**src/rtl/irq_bank_pkg.sv**
```systemverilog
// Purpose: constants and types shared by the interrupt source control bank
// Assumes: 32-bit classic Wishbone register access, one clock
// Notes:   source word layout is the same for every register pair
package irq_bank_pkg;

    localparam int          DATA_W = 32;
    localparam int          ADDR_W = 8;
    localparam int          NUM_SRC = 64;

    // register byte offsets
    localparam logic [7:0]  OFS_ENABLE_LO = 8'h10;
    localparam logic [7:0]  OFS_ENABLE_HI = 8'h14;
    localparam logic [7:0]  OFS_REQUEST_LO = 8'h20;
    localparam logic [7:0]  OFS_REQUEST_HI = 8'h24;
    localparam logic [7:0]  OFS_CLEAR_LO = 8'h30;
    localparam logic [7:0]  OFS_CLEAR_HI = 8'h34;
    localparam logic [7:0]  OFS_ARM_LO = 8'h40;
    localparam logic [7:0]  OFS_ARM_HI = 8'h44;
    localparam logic [7:0]  OFS_LEVEL_LO = 8'h50;
    localparam logic [7:0]  OFS_LEVEL_HI = 8'h54;
    localparam logic [7:0]  OFS_POLARITY_LO = 8'h60;
    localparam logic [7:0]  OFS_POLARITY_HI = 8'h64;

    // implemented bits: first word timers 7:0, external 15:8, aux 22:20, cable 31:24
    localparam logic [31:0] MASK_LO = 32'hFF70FFFF;
    // second word: external 11:8 at 11:8, cable 11:8 at 27:24
    localparam logic [31:0] MASK_HI = 32'h0F000F00;
    localparam logic [63:0] MASK_ALL = {MASK_HI, MASK_LO};

    localparam logic [31:0] RESET_WORD = 32'h00000000;
    localparam logic [31:0] READ_UNMAPPED = 32'h00000000;

    // source inputs grouped by origin
    typedef struct packed {
        logic [11:0] cableInterrupt;
        logic [11:0] externalEdgeInterrupt;
        logic [2:0]  auxInterrupt;     // 2: rx full, 1: tx empty, 0: one pps
        logic [7:0]  timerInterrupt;
    } irq_sources_t;

    typedef struct packed {
        logic [ADDR_W-1:0] adr;
        logic [DATA_W-1:0] dat;
        logic [3:0]        sel;
        logic              we;
        logic              cyc;
        logic              stb;
    } wb_request_t;

    // place grouped sources into the 64-bit lo/hi register image
    function automatic logic [63:0] map_sources(input irq_sources_t s);
        logic [63:0] v;
        v = '0;
        v[7:0] = s.timerInterrupt;
        v[15:8] = s.externalEdgeInterrupt[7:0];
        v[22:20] = s.auxInterrupt;
        v[31:24] = s.cableInterrupt[7:0];
        v[43:40] = s.externalEdgeInterrupt[11:8];
        v[59:56] = s.cableInterrupt[11:8];
        return v;
    endfunction

endpackage

```
**src/rtl/irq_source_cell.sv**
```systemverilog
// Purpose: one interrupt source: detection, arming and pending capture
// Assumes: source input synchronous to clk_sys
// Notes:   set wins over clear in the same cycle
`timescale 1ns/100ps
module irq_source_cell
    import irq_bank_pkg::*;
(
    // clock and reset
    input  wire logic clk_sys,
    input  wire logic rst,
    // source and controls
    input  wire logic srcIn,
    input  wire logic levelMode,
    input  wire logic activeHigh,
    input  wire logic armed,
    input  wire logic softRequest,
    input  wire logic clearReq,
    // status
    output logic      pending
);

    logic srcPrev;
    logic senseNow;
    logic sensePrev;
    logic hwEvent;

    assign senseNow = activeHigh ? srcIn : ~srcIn;
    assign sensePrev = activeHigh ? srcPrev : ~srcPrev;
    assign hwEvent = levelMode ? senseNow : (armed & senseNow & ~sensePrev);

    always_ff @(posedge clk_sys) begin
        if (rst) begin
            srcPrev <= 1'b0;
        end else begin
            srcPrev <= srcIn;
        end
    end

    always_ff @(posedge clk_sys) begin
        if (rst) begin
            pending <= 1'b0;
        end else if (hwEvent || softRequest) begin
            pending <= 1'b1;
        end else if (clearReq) begin
            pending <= 1'b0;
        end
    end

endmodule

```
**src/rtl/interrupt_source_control.sv**
```systemverilog
// Purpose: interrupt source control bank behind a classic Wishbone slave
// Assumes: 40 MHz clk_sys, synchronous active-high rst, sources synchronous
// Notes:   ack comes one cycle after stb, dropped the cycle after
//
// The Wishbone slave port was chosen for this implementation.
`timescale 1ns/100ps
module interrupt_source_control
    import irq_bank_pkg::*;
(
    // clock and reset
    input  wire logic              clk_sys,
    input  wire logic              rst,
    // wishbone slave
    input  wire logic              wb_cyc_i,
    input  wire logic              wb_stb_i,
    input  wire logic              wb_we_i,
    input  wire logic [ADDR_W-1:0] wb_adr_i,
    input  wire logic [DATA_W-1:0] wb_dat_i,
    input  wire logic [3:0]        wb_sel_i,
    output logic      [DATA_W-1:0] wb_dat_o,
    output logic                   wb_ack_o,
    // interrupt sources
    input  wire irq_sources_t      sources,
    // host interrupt
    output logic                   irqOut
);

    typedef enum {
        REG_ENABLE,
        REG_REQUEST,
        REG_CLEAR,
        REG_ARM,
        REG_LEVEL,
        REG_POLARITY,
        REG_NONE
    } reg_sel_t;

    wb_request_t req;
    logic [63:0] enable;
    logic [63:0] arm;
    logic [63:0] levelSel;
    logic [63:0] polarity;
    logic [63:0] clearShadow;
    logic [63:0] pendingVec;
    logic [63:0] srcVec;
    logic [63:0] softPulse;
    logic [63:0] clearPulse;
    logic [31:0] byteMask;
    logic        accessNow;
    logic        writeNow;
    reg_sel_t    hitReg;
    logic        hitHi;

    assign req = '{adr: wb_adr_i, dat: wb_dat_i, sel: wb_sel_i,
                   we: wb_we_i, cyc: wb_cyc_i, stb: wb_stb_i};

    function automatic reg_sel_t decode_reg(input logic [ADDR_W-1:0] a);
        if (a == OFS_ENABLE_LO || a == OFS_ENABLE_HI) begin
            return REG_ENABLE;
        end else if (a == OFS_REQUEST_LO || a == OFS_REQUEST_HI) begin
            return REG_REQUEST;
        end else if (a == OFS_CLEAR_LO || a == OFS_CLEAR_HI) begin
            return REG_CLEAR;
        end else if (a == OFS_ARM_LO || a == OFS_ARM_HI) begin
            return REG_ARM;
        end else if (a == OFS_LEVEL_LO || a == OFS_LEVEL_HI) begin
            return REG_LEVEL;
        end else if (a == OFS_POLARITY_LO || a == OFS_POLARITY_HI) begin
            return REG_POLARITY;
        end else begin
            return REG_NONE;
        end
    endfunction

    // the high word of every pair sits one word above the low word
    function automatic logic is_hi_word(input logic [ADDR_W-1:0] a);
        return a[2];
    endfunction

    assign hitReg = decode_reg(req.adr);
    assign hitHi = is_hi_word(req.adr);
    assign accessNow = req.cyc && req.stb && !wb_ack_o;
    // writes commit on the edge where the master samples ack, not one edge earlier
    assign writeNow = req.cyc && req.stb && req.we && wb_ack_o;
    assign byteMask = {{8{req.sel[3]}}, {8{req.sel[2]}}, {8{req.sel[1]}}, {8{req.sel[0]}}};

    assign srcVec = map_sources(sources) & MASK_ALL;

    // merge a written word into one half of a 64-bit register
    function automatic logic [63:0] merge_word(input logic [63:0] old,
                                               input logic [31:0] data,
                                               input logic [31:0] bmask,
                                               input logic        hi);
        logic [63:0] r;
        r = old;
        if (hi) begin
            r[63:32] = ((old[63:32] & ~bmask) | (data & bmask)) & MASK_HI;
        end else begin
            r[31:0] = ((old[31:0] & ~bmask) | (data & bmask)) & MASK_LO;
        end
        return r;
    endfunction

    // write-one pulse for request and clear functions
    function automatic logic [63:0] one_pulse(input logic [31:0] data,
                                              input logic [31:0] bmask,
                                              input logic        hi);
        logic [63:0] r;
        r = '0;
        if (hi) begin
            r[63:32] = data & bmask & MASK_HI;
        end else begin
            r[31:0] = data & bmask & MASK_LO;
        end
        return r;
    endfunction

    // wishbone ack: one wait state, then a single-cycle ack
    always_ff @(posedge clk_sys) begin
        if (rst) begin
            wb_ack_o <= 1'b0;
        end else begin
            wb_ack_o <= accessNow;
        end
    end

    always_ff @(posedge clk_sys) begin
        if (rst) begin
            enable <= {RESET_WORD, RESET_WORD};
        end else if (writeNow && hitReg == REG_ENABLE) begin
            enable <= merge_word(enable, req.dat, byteMask, hitHi);
        end
    end

    always_ff @(posedge clk_sys) begin
        if (rst) begin
            arm <= {RESET_WORD, RESET_WORD};
        end else if (writeNow && hitReg == REG_ARM) begin
            arm <= merge_word(arm, req.dat, byteMask, hitHi);
        end
    end

    always_ff @(posedge clk_sys) begin
        if (rst) begin
            levelSel <= {RESET_WORD, RESET_WORD};
        end else if (writeNow && hitReg == REG_LEVEL) begin
            levelSel <= merge_word(levelSel, req.dat, byteMask, hitHi);
        end
    end

    always_ff @(posedge clk_sys) begin
        if (rst) begin
            polarity <= {RESET_WORD, RESET_WORD};
        end else if (writeNow && hitReg == REG_POLARITY) begin
            polarity <= merge_word(polarity, req.dat, byteMask, hitHi);
        end
    end

    // clear pair reads back the last word written, for software bookkeeping
    always_ff @(posedge clk_sys) begin
        if (rst) begin
            clearShadow <= {RESET_WORD, RESET_WORD};
        end else if (writeNow && hitReg == REG_CLEAR) begin
            clearShadow <= merge_word(clearShadow, req.dat, byteMask, hitHi);
        end
    end

    // write to shared offset raises requests
    assign softPulse = (writeNow && hitReg == REG_REQUEST)
                     ? one_pulse(req.dat, byteMask, hitHi) : '0;
    // write-one clear, zeros leave others alone
    assign clearPulse = (writeNow && hitReg == REG_CLEAR)
                      ? one_pulse(req.dat, byteMask, hitHi) : '0;

    genvar i;
    generate
        for (i = 0; i < NUM_SRC; i++) begin : g_src
            if (MASK_ALL[i]) begin : g_live
                irq_source_cell u_cell (
                    .clk_sys     (clk_sys),
                    .rst         (rst),
                    .srcIn       (srcVec[i]),
                    .levelMode   (levelSel[i]),
                    .activeHigh  (polarity[i]),
                    .armed       (arm[i]),
                    .softRequest (softPulse[i]),
                    .clearReq    (clearPulse[i]),
                    .pending     (pendingVec[i])
                );
            end else begin : g_rsvd
                assign pendingVec[i] = 1'b0;
            end
        end
    endgenerate

    // read mux, pending at the request offset
    always_ff @(posedge clk_sys) begin
        if (rst) begin
            wb_dat_o <= READ_UNMAPPED;
        end else if (accessNow && !req.we) begin
            case (hitReg)
                REG_ENABLE:   wb_dat_o <= hitHi ? enable[63:32] : enable[31:0];
                REG_REQUEST:  wb_dat_o <= hitHi ? pendingVec[63:32] : pendingVec[31:0];
                REG_CLEAR:    wb_dat_o <= hitHi ? clearShadow[63:32] : clearShadow[31:0];
                REG_ARM:      wb_dat_o <= hitHi ? arm[63:32] : arm[31:0];
                REG_LEVEL:    wb_dat_o <= hitHi ? levelSel[63:32] : levelSel[31:0];
                REG_POLARITY: wb_dat_o <= hitHi ? polarity[63:32] : polarity[31:0];
                default:      wb_dat_o <= READ_UNMAPPED;
            endcase
        end
    end

    always_ff @(posedge clk_sys) begin
        if (rst) begin
            irqOut <= 1'b0;
        end else begin
            irqOut <= |(pendingVec & enable);
        end
    end

endmodule

```
**config.mk**
```make
export PLATFORM = sky130hd
export DESIGN_NAME = interrupt_source_control
export DESIGN_NICKNAME = d
export VERILOG_FILES = /design/src/rtl/irq_bank_pkg.sv /design/src/rtl/irq_source_cell.sv /design/src/rtl/interrupt_source_control.sv
export SDC_FILE = /design/constraint.sdc
export NUM_CORES = 1
export LEC_CHECK = 0
export BUFFER_PORTS_ARGS = -buffer_cell sky130_fd_sc_hd__buf_2
export CORE_MARGIN = 10
export CORE_UTILIZATION = 40
export DETAILED_ROUTE_END_ITERATION = 16
export GPL_TIMING_DRIVEN = 0
export SLEW_MARGIN = 5
export SYNTH_ARGS = -nofsm -noshare
export SYNTH_HDL_FRONTEND = slang
export SYNTH_SLANG_ARGS = --single-unit
```
**constraint.sdc**
```tcl
create_clock -name clk_sys -period 5.6 [get_ports clk_sys]
set_clock_uncertainty 0.1 [all_clocks]
set_input_delay 0.28 -clock clk_sys [delete_from_list [all_inputs] [get_ports clk_sys]]
set_output_delay 0.28 -clock clk_sys [all_outputs]
set_load 0.02 [all_outputs]
```
-- Yosys cells after proc, flatten, opt, wreduce, memory -nomap -nowiden
Index checks and enable logic that the tools add are counted.
- input port bits: 84
- word-level logic and storage cells: 598
- RAM bits: 0
- memories: 0
- flip-flop bits (word level): 279
- output and inout port bits: 34
- bits in read-only memories: 0
- bits in latches: 0
- eq/ne operators: 22
- order comparisons: 0
- divide/modulo/power cells: 0
- mux-type cells: 192
- bitwise gates (word level): 199
- $add $sub $neg: 0
- shift operators: 0
- $mul: 0
- reduce and logical (&&, ||, !) cells: 102
- operators with widths (operator ; count):
    two-way mux 32 bit ; 10
    AND 32 bit ; 6
    one-hot mux 32 bit (6 select lines) ; 1
    two-way mux 1 bit ; 175
    OR 32 bit ; 5
    AND 28 bit ; 5
    OR 28 bit ; 5
    == test 32 x 3 -> 1 bit (second input constant) ; 4
    two-way mux 60 bit ; 2
    NOT 1 bit ; 106
    == test 32 x 2 -> 1 bit (second input constant) ; 3
    AND 1 bit ; 70
    nonzero test 2 bit ; 35
    == test 32 x 4 -> 1 bit (second input constant) ; 2
    zero test 32 bit ; 2
    OR reduction 64 bit ; 1
    AND 60 bit ; 1
    == test 8 x 7 -> 1 bit (second input constant) ; 6
    logical OR 1 bit ; 41
    == test 32 x 1 -> 1 bit (second input constant) ; 1
    == test 8 x 6 -> 1 bit (second input constant) ; 4
    NOT 32 bit ; 1
    two-way mux 28 bit ; 1
    AND reduction 2 bit ; 10
    other kinds (5) ; 18

-- Logic depth before layout (Yosys ltp)
Gate-level depths: netlist of run 1.
- word-level depth: 13
- depth in mapped cells: 7
- gate-level depth less buffers: 4

-- Cells and area by module
Synthesis of run 1 repeated with hierarchy kept, for this count alone.
- cell total of the unflattened synthesis: 1443
- area, all modules: 13384.1 um2
- by module, submodules not included (module ; cells each ; instances ; area each (um2) ; sequential area each (um2)):
    interrupt_source_control ; 1093 ; 1 ; 10274.9 ; 4083.9
    irq_source_cell ; 10 ; 35 ; 88.8 ; 40.0

-- Least setup slack after synthesis of run 1
Ideal clock, no wire load.
- kind: register to register
- start point: register wb_ack_o
- end point: register (tool-made name)
- setup slack: 3.361 ns
- cell stages (with the launch flop): 7
- clock period less this slack: 2.239 ns
- arrival time: 2.007 ns
- library setup time: 0.132 ns
- required time: 5.368 ns
- path through: dfxtp_1 > nand4_1 > or4_1 > buf_2 > clkbuf_2 > o21ai_0 > a21oi_1
- RTL lines (item ; RTL line ; source):
    start: declaration ; interrupt_source_control.sv:21 ; output logic wb_ack_o,
    start signal: assignment ; interrupt_source_control.sv:123 ; wb_ack_o <= accessNow;

-- Worst setup path after layout of run 1
- start point: input port wb_stb_i
- end point: register wb_dat_o[25]
- cells in the longest elaborated chain, start to end: 3
- RTL lines (item ; RTL line ; source):
    start: declaration ; interrupt_source_control.sv:15 ; input wire logic wb_stb_i,
    logical AND 1 bit (2 in a row) ; interrupt_source_control.sv:82 ; assign accessNow = req.cyc && req.stb && !wb_ack_o;
    logical AND 1 bit ; interrupt_source_control.sv:200 ; end else if (accessNow && !req.we) begin
    end signal: assignment ; interrupt_source_control.sv:202 ; REG_ENABLE: wb_dat_o <= hitHi ? enable[63:32] : enable[31:0];
    end signal: assignment ; interrupt_source_control.sv:203 ; REG_REQUEST: wb_dat_o <= hitHi ? pendingVec[63:32] : pendingVec[31:0];
    end signal: assignment ; interrupt_source_control.sv:204 ; REG_CLEAR: wb_dat_o <= hitHi ? clearShadow[63:32] : clearShadow[31:0];
    end: declaration ; interrupt_source_control.sv:20 ; output logic [DATA_W-1:0] wb_dat_o,
No other way between the ends.
A chain may end at the register's enable or synchronous reset.

==> metrics list, run 1 <==
* Status: finished clean
- Count of cell types in the netlist: 54
- For this block, the routed nets add up to 53,660 um of wire.
- Following the worst setup path forward leads to its endpoint at wb_dat_o[25].
- Clock-pin slew was measured on the worst setup and hold paths at 0.06 ns.
- Leaving out fill and tap cells, the most frequent cells in the layout are sky130_fd_sc_hd__dfxtp_1, sky130_fd_sc_hd__nand2b_1, sky130_fd_sc_hd__mux2i_1.
- Across all layers, the routed design uses 12,670 vias.
- The clock network accounts for 47.8% of the total power.
- For the pin with the worst max-slew slack, the measured transition is 1.218 ns.
- The number of global-route vias before repair came to 12,390.
- First-pass GRT wire length: 79,430 um
- Net switching is 24.93% of the power.
- Kind of end point of the critical path: flop
- Flop pwr share: 43.5%
* CP Data Arrival Time: 3.17 ns
* Maximum number of pins on one net before global-route repair: 12
* Number of antenna-violating nets in the routed design: 0
- Static Leakage: 6.575 nW
- Setup TNS: 0 ns
- The die covers 0.04157 mm2.
* Area of placed instances: 0.01463 mm2
* Most frequently used flop master after synthesis: sky130_fd_sc_hd__dfxtp_1
- The number of max-slew violations in the final report came to 0.
* Unrepaired setup endpoints after global routing: false
- For this block, the initial DRC count from the detailed router was 1,290.
* Flop2flop setup slack: 2.74 ns
- Start of the worst register-to-register path: wb_ack_o
- Leaving out fill and tap cells, the most frequent cell in the layout is sky130_fd_sc_hd__dfxtp_1.
- Top achievable clock speed: 346.3 MHz
- Setup violations remaining at the end of the flow were counted as 0.
- Measured in cells, the most critical reg-to-reg path has a length of 5.
* Cell area after layout: 0.01633 mm2
* Clk Tree Root Cell: sky130_fd_sc_hd__clkbuf_16
* Later-pin clock latency in the skew report: 0.52 ns
- Yosys printed 0 warnings.
- After layout, the minimum clock period comes to 2.887 ns.
* Power share of the combinational group: 8.7%
- Horizontal die dimension: 203.9 um
- Tracing the worst setup path back leads to its startpoint at wb_stb_i.
- VDD sags by at most 0.2540 mV.
* Number of H-tree levels: 2
* Proportion of synthesized flip-flops having asynchronous set or reset: 0%
- Gr ovfl total: 0
- Along the worst path, the maximum fanout reaches 10.
* Endpoint of the worst-slack reg-to-reg timing path: wb_dat_o[25]
* Routed via count divided by cell count: 5.841
- The cell count after synthesis came out at 1,492.
- EDFF count, synth: 0
* Worst slew slack as a fraction of its limit: 18.04%
- Net load switching power: 0.001134 W
- Max-cap violations: 0
- Hold Fails Final Rpt: 0
- All-Layer GR Usage: 25.14%
* Height of the chip: 203.9 um
* Number of sinks driven by the clock tree: 274
- Worst-case clock buffer depth: 3
- Tot Pwr: 0.004549 W
- Buffer count from post-CTS setup fixing: 0
- Final cycle utilization of the critical path: 51.56%
- For this design the top-level I/O count stands at 118.
- In the routed design, unresolved DRC markers number 0.
- Once the floorplan was initialized, standard cells occupied 40.44% of the core.
* Final RePlAce weighted congestion: 0.9766
* Pwr/cell area: 278.5 mW/mm2
* Crit path launch type: input port
- Counting flops and latches in the post-synthesis netlist gives 274.
* Routed WL per cell: 24.73 um
* P&R area growth vs syn: 20.75%
- Data required time at the worst endpoint: 5.88 ns
- The wire-length estimate of the detail-placed layout is 37,940 um.
* Area of the core: 0.03345 mm2
- Initial antenna violation count: 1
* Number of buffers created by CTS: 34
- Cell Area, Synth: 0.01353 mm2
* Clock tree from TritonCTS: built
- After synthesis, flip-flops and latches occupy 40.55% of the total area.
- The critical path is of the in2reg type.
- FP Rows: 67
* Number of buffers inserted by port buffering: 105
- Cells with a size suffix above 1 make up 13.67% of the layout.
* Post-layout nets: 1,781
- The first detailed-routing pass ran for 5 iterations.
* Syn_area_per_cell: 9.066 um2
- The path class of the tightest hold or removal check is in2reg.
* Internal power: 0.003415 W
[what timing repair did]
item,CTS,global route
hold endpoints to repair,83,0
resized for setup,0,0
hold buffers,60,0
setup endpoints to repair,0,0
[stage by stage]
stage	utilization, %	hold WS [ns]	instances	worst slack (ns)
floorplan	-	0.2983	1496	3.361
global placement	43.73	0.3614	2049	2.399
detailed placement	43.75	0.3676	2049	2.393
CTS	48.81	0.0002964	2167	2.771
global route	48.81	0.04041	2167	2.689
finish	48.83	0.01339	2170	2.713
[routing by layer]
layer,up-vias,part of all wire (%),global-route usage (%),wire (um)
met5,-,0,0,0
met4,0,3.7,9.646,2001
met3,118,10,5.690,5520
met2,695,44,38.74,23530
met1,6070,42,33.54,22600
li1,5791,-,-,-
[how the worst min path moves through the flow]
stage,startpoint,to,slack [ns],cells past startpoint
floorplan,wb_stb_i,wb_ack_o,0.30,2
global placement,flop,flop,0.36,2
detailed placement,flop,flop,0.37,2
CTS,wb_dat_i[8],flop,0.0003,3
global route,wb_dat_i[10],flop,0.04,3
finish,wb_dat_i[11],flop,0.01,3
[logic make-up (layout without fill, tap and decap cells)]
kind of cell	count (synthesis)	after routing	synth area share, %
buf+inv	125	348	4.098
compound gates	367	367	16.83
flops	274	274	40.55
xor+xnor	24	24	1.554
other cells	1	8	0.02772
simple gates	502	502	21.35
mux	199	199	15.59
[area by class of cell]
| class | instances | area [um2] |
|---|---|---|
| Fill cell | 3232 | 17120 |
| Multi-Input combinational cell | 1097 | 7508 |
| Sequential cell | 274 | 5485 |
| Timing Repair Buffer | 165 | 1126 |
| Clock buffer | 55 | 1074 |
| Tap cell | 448 | 560.5 |
| Buffer | 110 | 498.0 |
| Inverter | 15 | 56.30 |
| Clock inverter | 3 | 17.52 |
| Antenna cell | 3 | 7.507 |
[worst max-delay path: stages]
cell	delay [ns]
sky130_fd_sc_hd__dlygate4sd3_1	0.53
sky130_fd_sc_hd__buf_2	0.14
sky130_fd_sc_hd__nor4bb_1	0.38
sky130_fd_sc_hd__clkbuf_1	0.42
sky130_fd_sc_hd__clkbuf_1	0.80
sky130_fd_sc_hd__a21o_1	0.52
sky130_fd_sc_hd__a211oi_1	0.09
[power by group through the flow]
stage / clock network, W / logic [W] / registers [W]
5_1_grt: 0.00226 / 0.000415 / 0.00198
3_3_place_gp: 0 / 0.000350 / 0.00202
4_1_cts: 0.00218 / 0.000387 / 0.00198
2_1_floorplan: 0 / 0.000178 / 0.00203
3_5_place_dp: 0 / 0.000352 / 0.00202
6_report: 0.00217 / 0.000396 / 0.00198
[cells in the mapped netlist (all sizes together), types with 12 or more instances]
| master | number | area share (%) |
|---|---|---|
| buf | 30 | 1.4 |
| inv | 15 | 0.42 |
| a31oi | 46 | 2.1 |
| o22ai | 34 | 1.6 |
| a21o | 12 | 0.67 |
| a21oi | 73 | 2.7 |
| nand2b | 187 | 8.6 |
| mux2 | 13 | 1.1 |
| o21ai | 103 | 3.8 |
| xnor2 | 24 | 1.6 |
| dfxtp | 274 | 41 |
| nand2 | 89 | 2.5 |
| a211oi | 25 | 1.4 |
| nor2 | 30 | 0.83 |
| nand3 | 77 | 3.0 |
| a22oi | 47 | 2.6 |
| nor3 | 20 | 0.78 |
| nor2b | 47 | 2.2 |
| clkbuf | 80 | 2.3 |
| mux2i | 178 | 13 |
(Power assumes the default switching activity.)
==> run 2, diff against run 1 <==
==> constraint.sdc (replaced) <==
create_clock -name clk_sys -period 2.4 [get_ports clk_sys]
set_clock_uncertainty 0.1 [all_clocks]
set_input_delay 0.12 -clock clk_sys [delete_from_list [all_inputs] [get_ports clk_sys]]
set_output_delay 0.12 -clock clk_sys [all_outputs]
set_load 0.02 [all_outputs]
==> run 2 against run 1 <==
Against the previous run: hold slack improved by 0.044 ns; total power rose by 130%; flip-flop and latch count did not move; largest cell class unchanged.
==> metrics list, run 2 (same netlist as run 1, synthesis figures left out) <==
- Status: finished clean
- After clock tree synthesis, the clock-pin slew on the worst setup and hold paths is 0.06 ns.
- The die is 203.9 um tall.
- Entering global routing, the biggest net connects 12 pins.
- Number of H-tree levels: 2
* Total area of multi-input combinational cells: 0.007550 mm2
- Number of buffers inserted by port buffering: 105
* Aggregate routed wire length: 53,860 um
- The number of max-slew violations in the final report was 0.
- HPWL after detailed placement: 37,940 um
* Kind of end point of the critical path: flop
- The detail route stage leaves a number of antenna-violating nets equal to 0.
* Maximum vdd drop: 0.5929 mV
- Final core utilization: 49.30%
- The tightest hold path in the finished design has a slack of 0.05769 ns.
* Final setup violation count: 0
- Cell chain of the critical path: and4_1 -> and4_1 -> clkbuf_1 -> nand2_1 -> mux2i_1
- Of all nets on the critical path, the largest fanout is 8.
* All-Layer GR Usage: 25.18%
- The clock passes through at most 3 buffers.
- Clk Tree Root Cell: sky130_fd_sc_hd__clkbuf_16
- After floorplanning, the core was sized to cover 0.03345 mm2.
- Unrepaired setup endpoints after global routing: false
- The die covers 0.04157 mm2.
- The number of global-route vias before repair was 12,420.
- Clock tree from TritonCTS: built
* Post-layout nets: 1,791
- Later-pin clock latency in the skew report: 0.52 ns
- Count of unresolved DRC violations after routing: 0
- Hold Fails Final Rpt: 0
* Final cycle utilization of the critical path: 95.04%
- Headroom to the max-slew limit came out at 17.29%.
- Fill cells in the final layout number 3,206.
- First-pass GRT wire length: 79,560 um
- Iteration-0 DRC Markers: 1,499
* Crit-path most repeated cell: sky130_fd_sc_hd__and4_1
- Boundary pin count: 118
- Top achievable clock speed: 438.4 MHz
- Most frequent cells in the layout: sky130_fd_sc_hd__dfxtp_1, sky130_fd_sc_hd__nand2b_1, sky130_fd_sc_hd__mux2i_1
- The tree built by TritonCTS fans out to 274 sinks.
- On the worst path, the slowest cell contributes a delay of 0.50 ns.
* Initial antenna violation count: 1
* Final period demand of the worst path: 2.281 ns
* Number of buffers created by CTS: 34
- Commonest non-fill, non-tap cell in the layout: sky130_fd_sc_hd__dfxtp_1
- Cells with a size suffix above 1 make up 14.52% of the layout.
- Storage cell area: 0.005485 mm2
- Horizontal die dimension: 203.9 um
- Data required time at the worst endpoint: 2.68 ns
- Overall via count from detail_route: 12,730
- For this configuration, the core starts out at a cell density of 40.44%.
- The floorplan has 67 rows.
- The tool flagged a number of max-cap violations equal to 0.
- Pwr/cell area: 644.1 mW/mm2
* CP Data Arrival Time: 2.56 ns
- Dividing the detail-routed wire length by the instance count gives 24.70 um.
- The path class of the tightest hold or removal check is in2reg.
- Routed via count divided by cell count: 5.839
- Transition at the pin with the smallest max-transition slack: 1.229 ns
- At the end of routability-driven placement, the weighted congestion stood at 0.9766.
* Static Leakage: 6.651 nW
* CP Class: reg2reg
- Summed over all layers, the global routing overflow is 0.
- On the critical path, the stage with the largest delay is an instance of sky130_fd_sc_hd__and4_1.
- TritonRoute pass-1 iters: 6
- Compared with the post-synthesis result, the final layout area differs by 21.91%.
- Crit path launch type: flop
-- run 2: per-stage QoR --
stage | setup TNS, ns | cells | area [um2] | setup slack [ns] | total power, W
floorplan | 0 | 1496 | 13540 | 0.1607 | 0.005148
global placement | -35.38 | 2049 | 14630 | -0.6414 | 0.005534
detailed placement | -40.08 | 2049 | 14630 | -0.6473 | 0.005541
CTS | -0.7843 | 2174 | 16410 | -0.06602 | 0.01062
global route | 0 | 2177 | 16480 | 0.01363 | 0.01087
finish | 0 | 2180 | 16490 | 0.1191 | 0.01062
-- run 2: power breakdown --
| part | internal, W | switching (W) | total (W) |
|---|---|---|---|
| Clock | 0.00305 | 0.00202 | 0.00507 |
| Combinational | 0.000332 | 0.000604 | 0.000936 |
| Sequential | 0.00460 | 0.0000247 | 0.00462 |
-- run 2: routing by layer --
| layer | track usage [%] | part of all wire, % | wire [um] |
|---|---|---|---|
| met5 | 0 | 0 | 0 |
| met4 | 9.832 | 3.6 | 1913 |
| met3 | 5.659 | 10 | 5444 |
| met2 | 38.75 | 44 | 23650 |
| met1 | 33.59 | 42 | 22850 |
-- run 2: critical path, delay by kind of cell, from the launching register on --
kind	cells	cell delay (ns)
flip-flops	1	0.40
AND/OR/NAND/NOR	3	1.16
buffers and inverters	1	0.26
multiplexers	1	0.23
-- run 2: final cells by class --
cell class | count | share of cell area [%]
Antenna cell | 3 | 0.04552
Buffer | 109 | 3.073
Clock buffer | 55 | 6.510
Clock inverter | 3 | 0.1062
Inverter | 15 | 0.3414
Multi-Input combinational cell | 1097 | 45.78
Sequential cell | 274 | 33.26
Tap cell | 448 | 3.399
Timing Repair Buffer | 176 | 7.481
-- run 2: repair_timing --
item	in CTS	in global routing
hold buffers	65	0
setup buffers	2	4
pin swaps	1	3
hold endpoints to repair	186	0
gates resized for setup	6	14
setup endpoints to repair	102	116
cloned	0	0
-- run 2: final timing paths --
| path | cells past startpoint | slack (ns) | end | startpoint |
|---|---|---|---|---|
| hold reg to reg | 2 | 0.38 | flop | flop |
| hold / removal | 4 | 0.06 | flop | wb_sel_i[0] |
| setup reg to reg | 5 | 0.12 | flop | wb_ack_o |
| setup / recovery | 5 | 0.12 | flop | wb_ack_o |
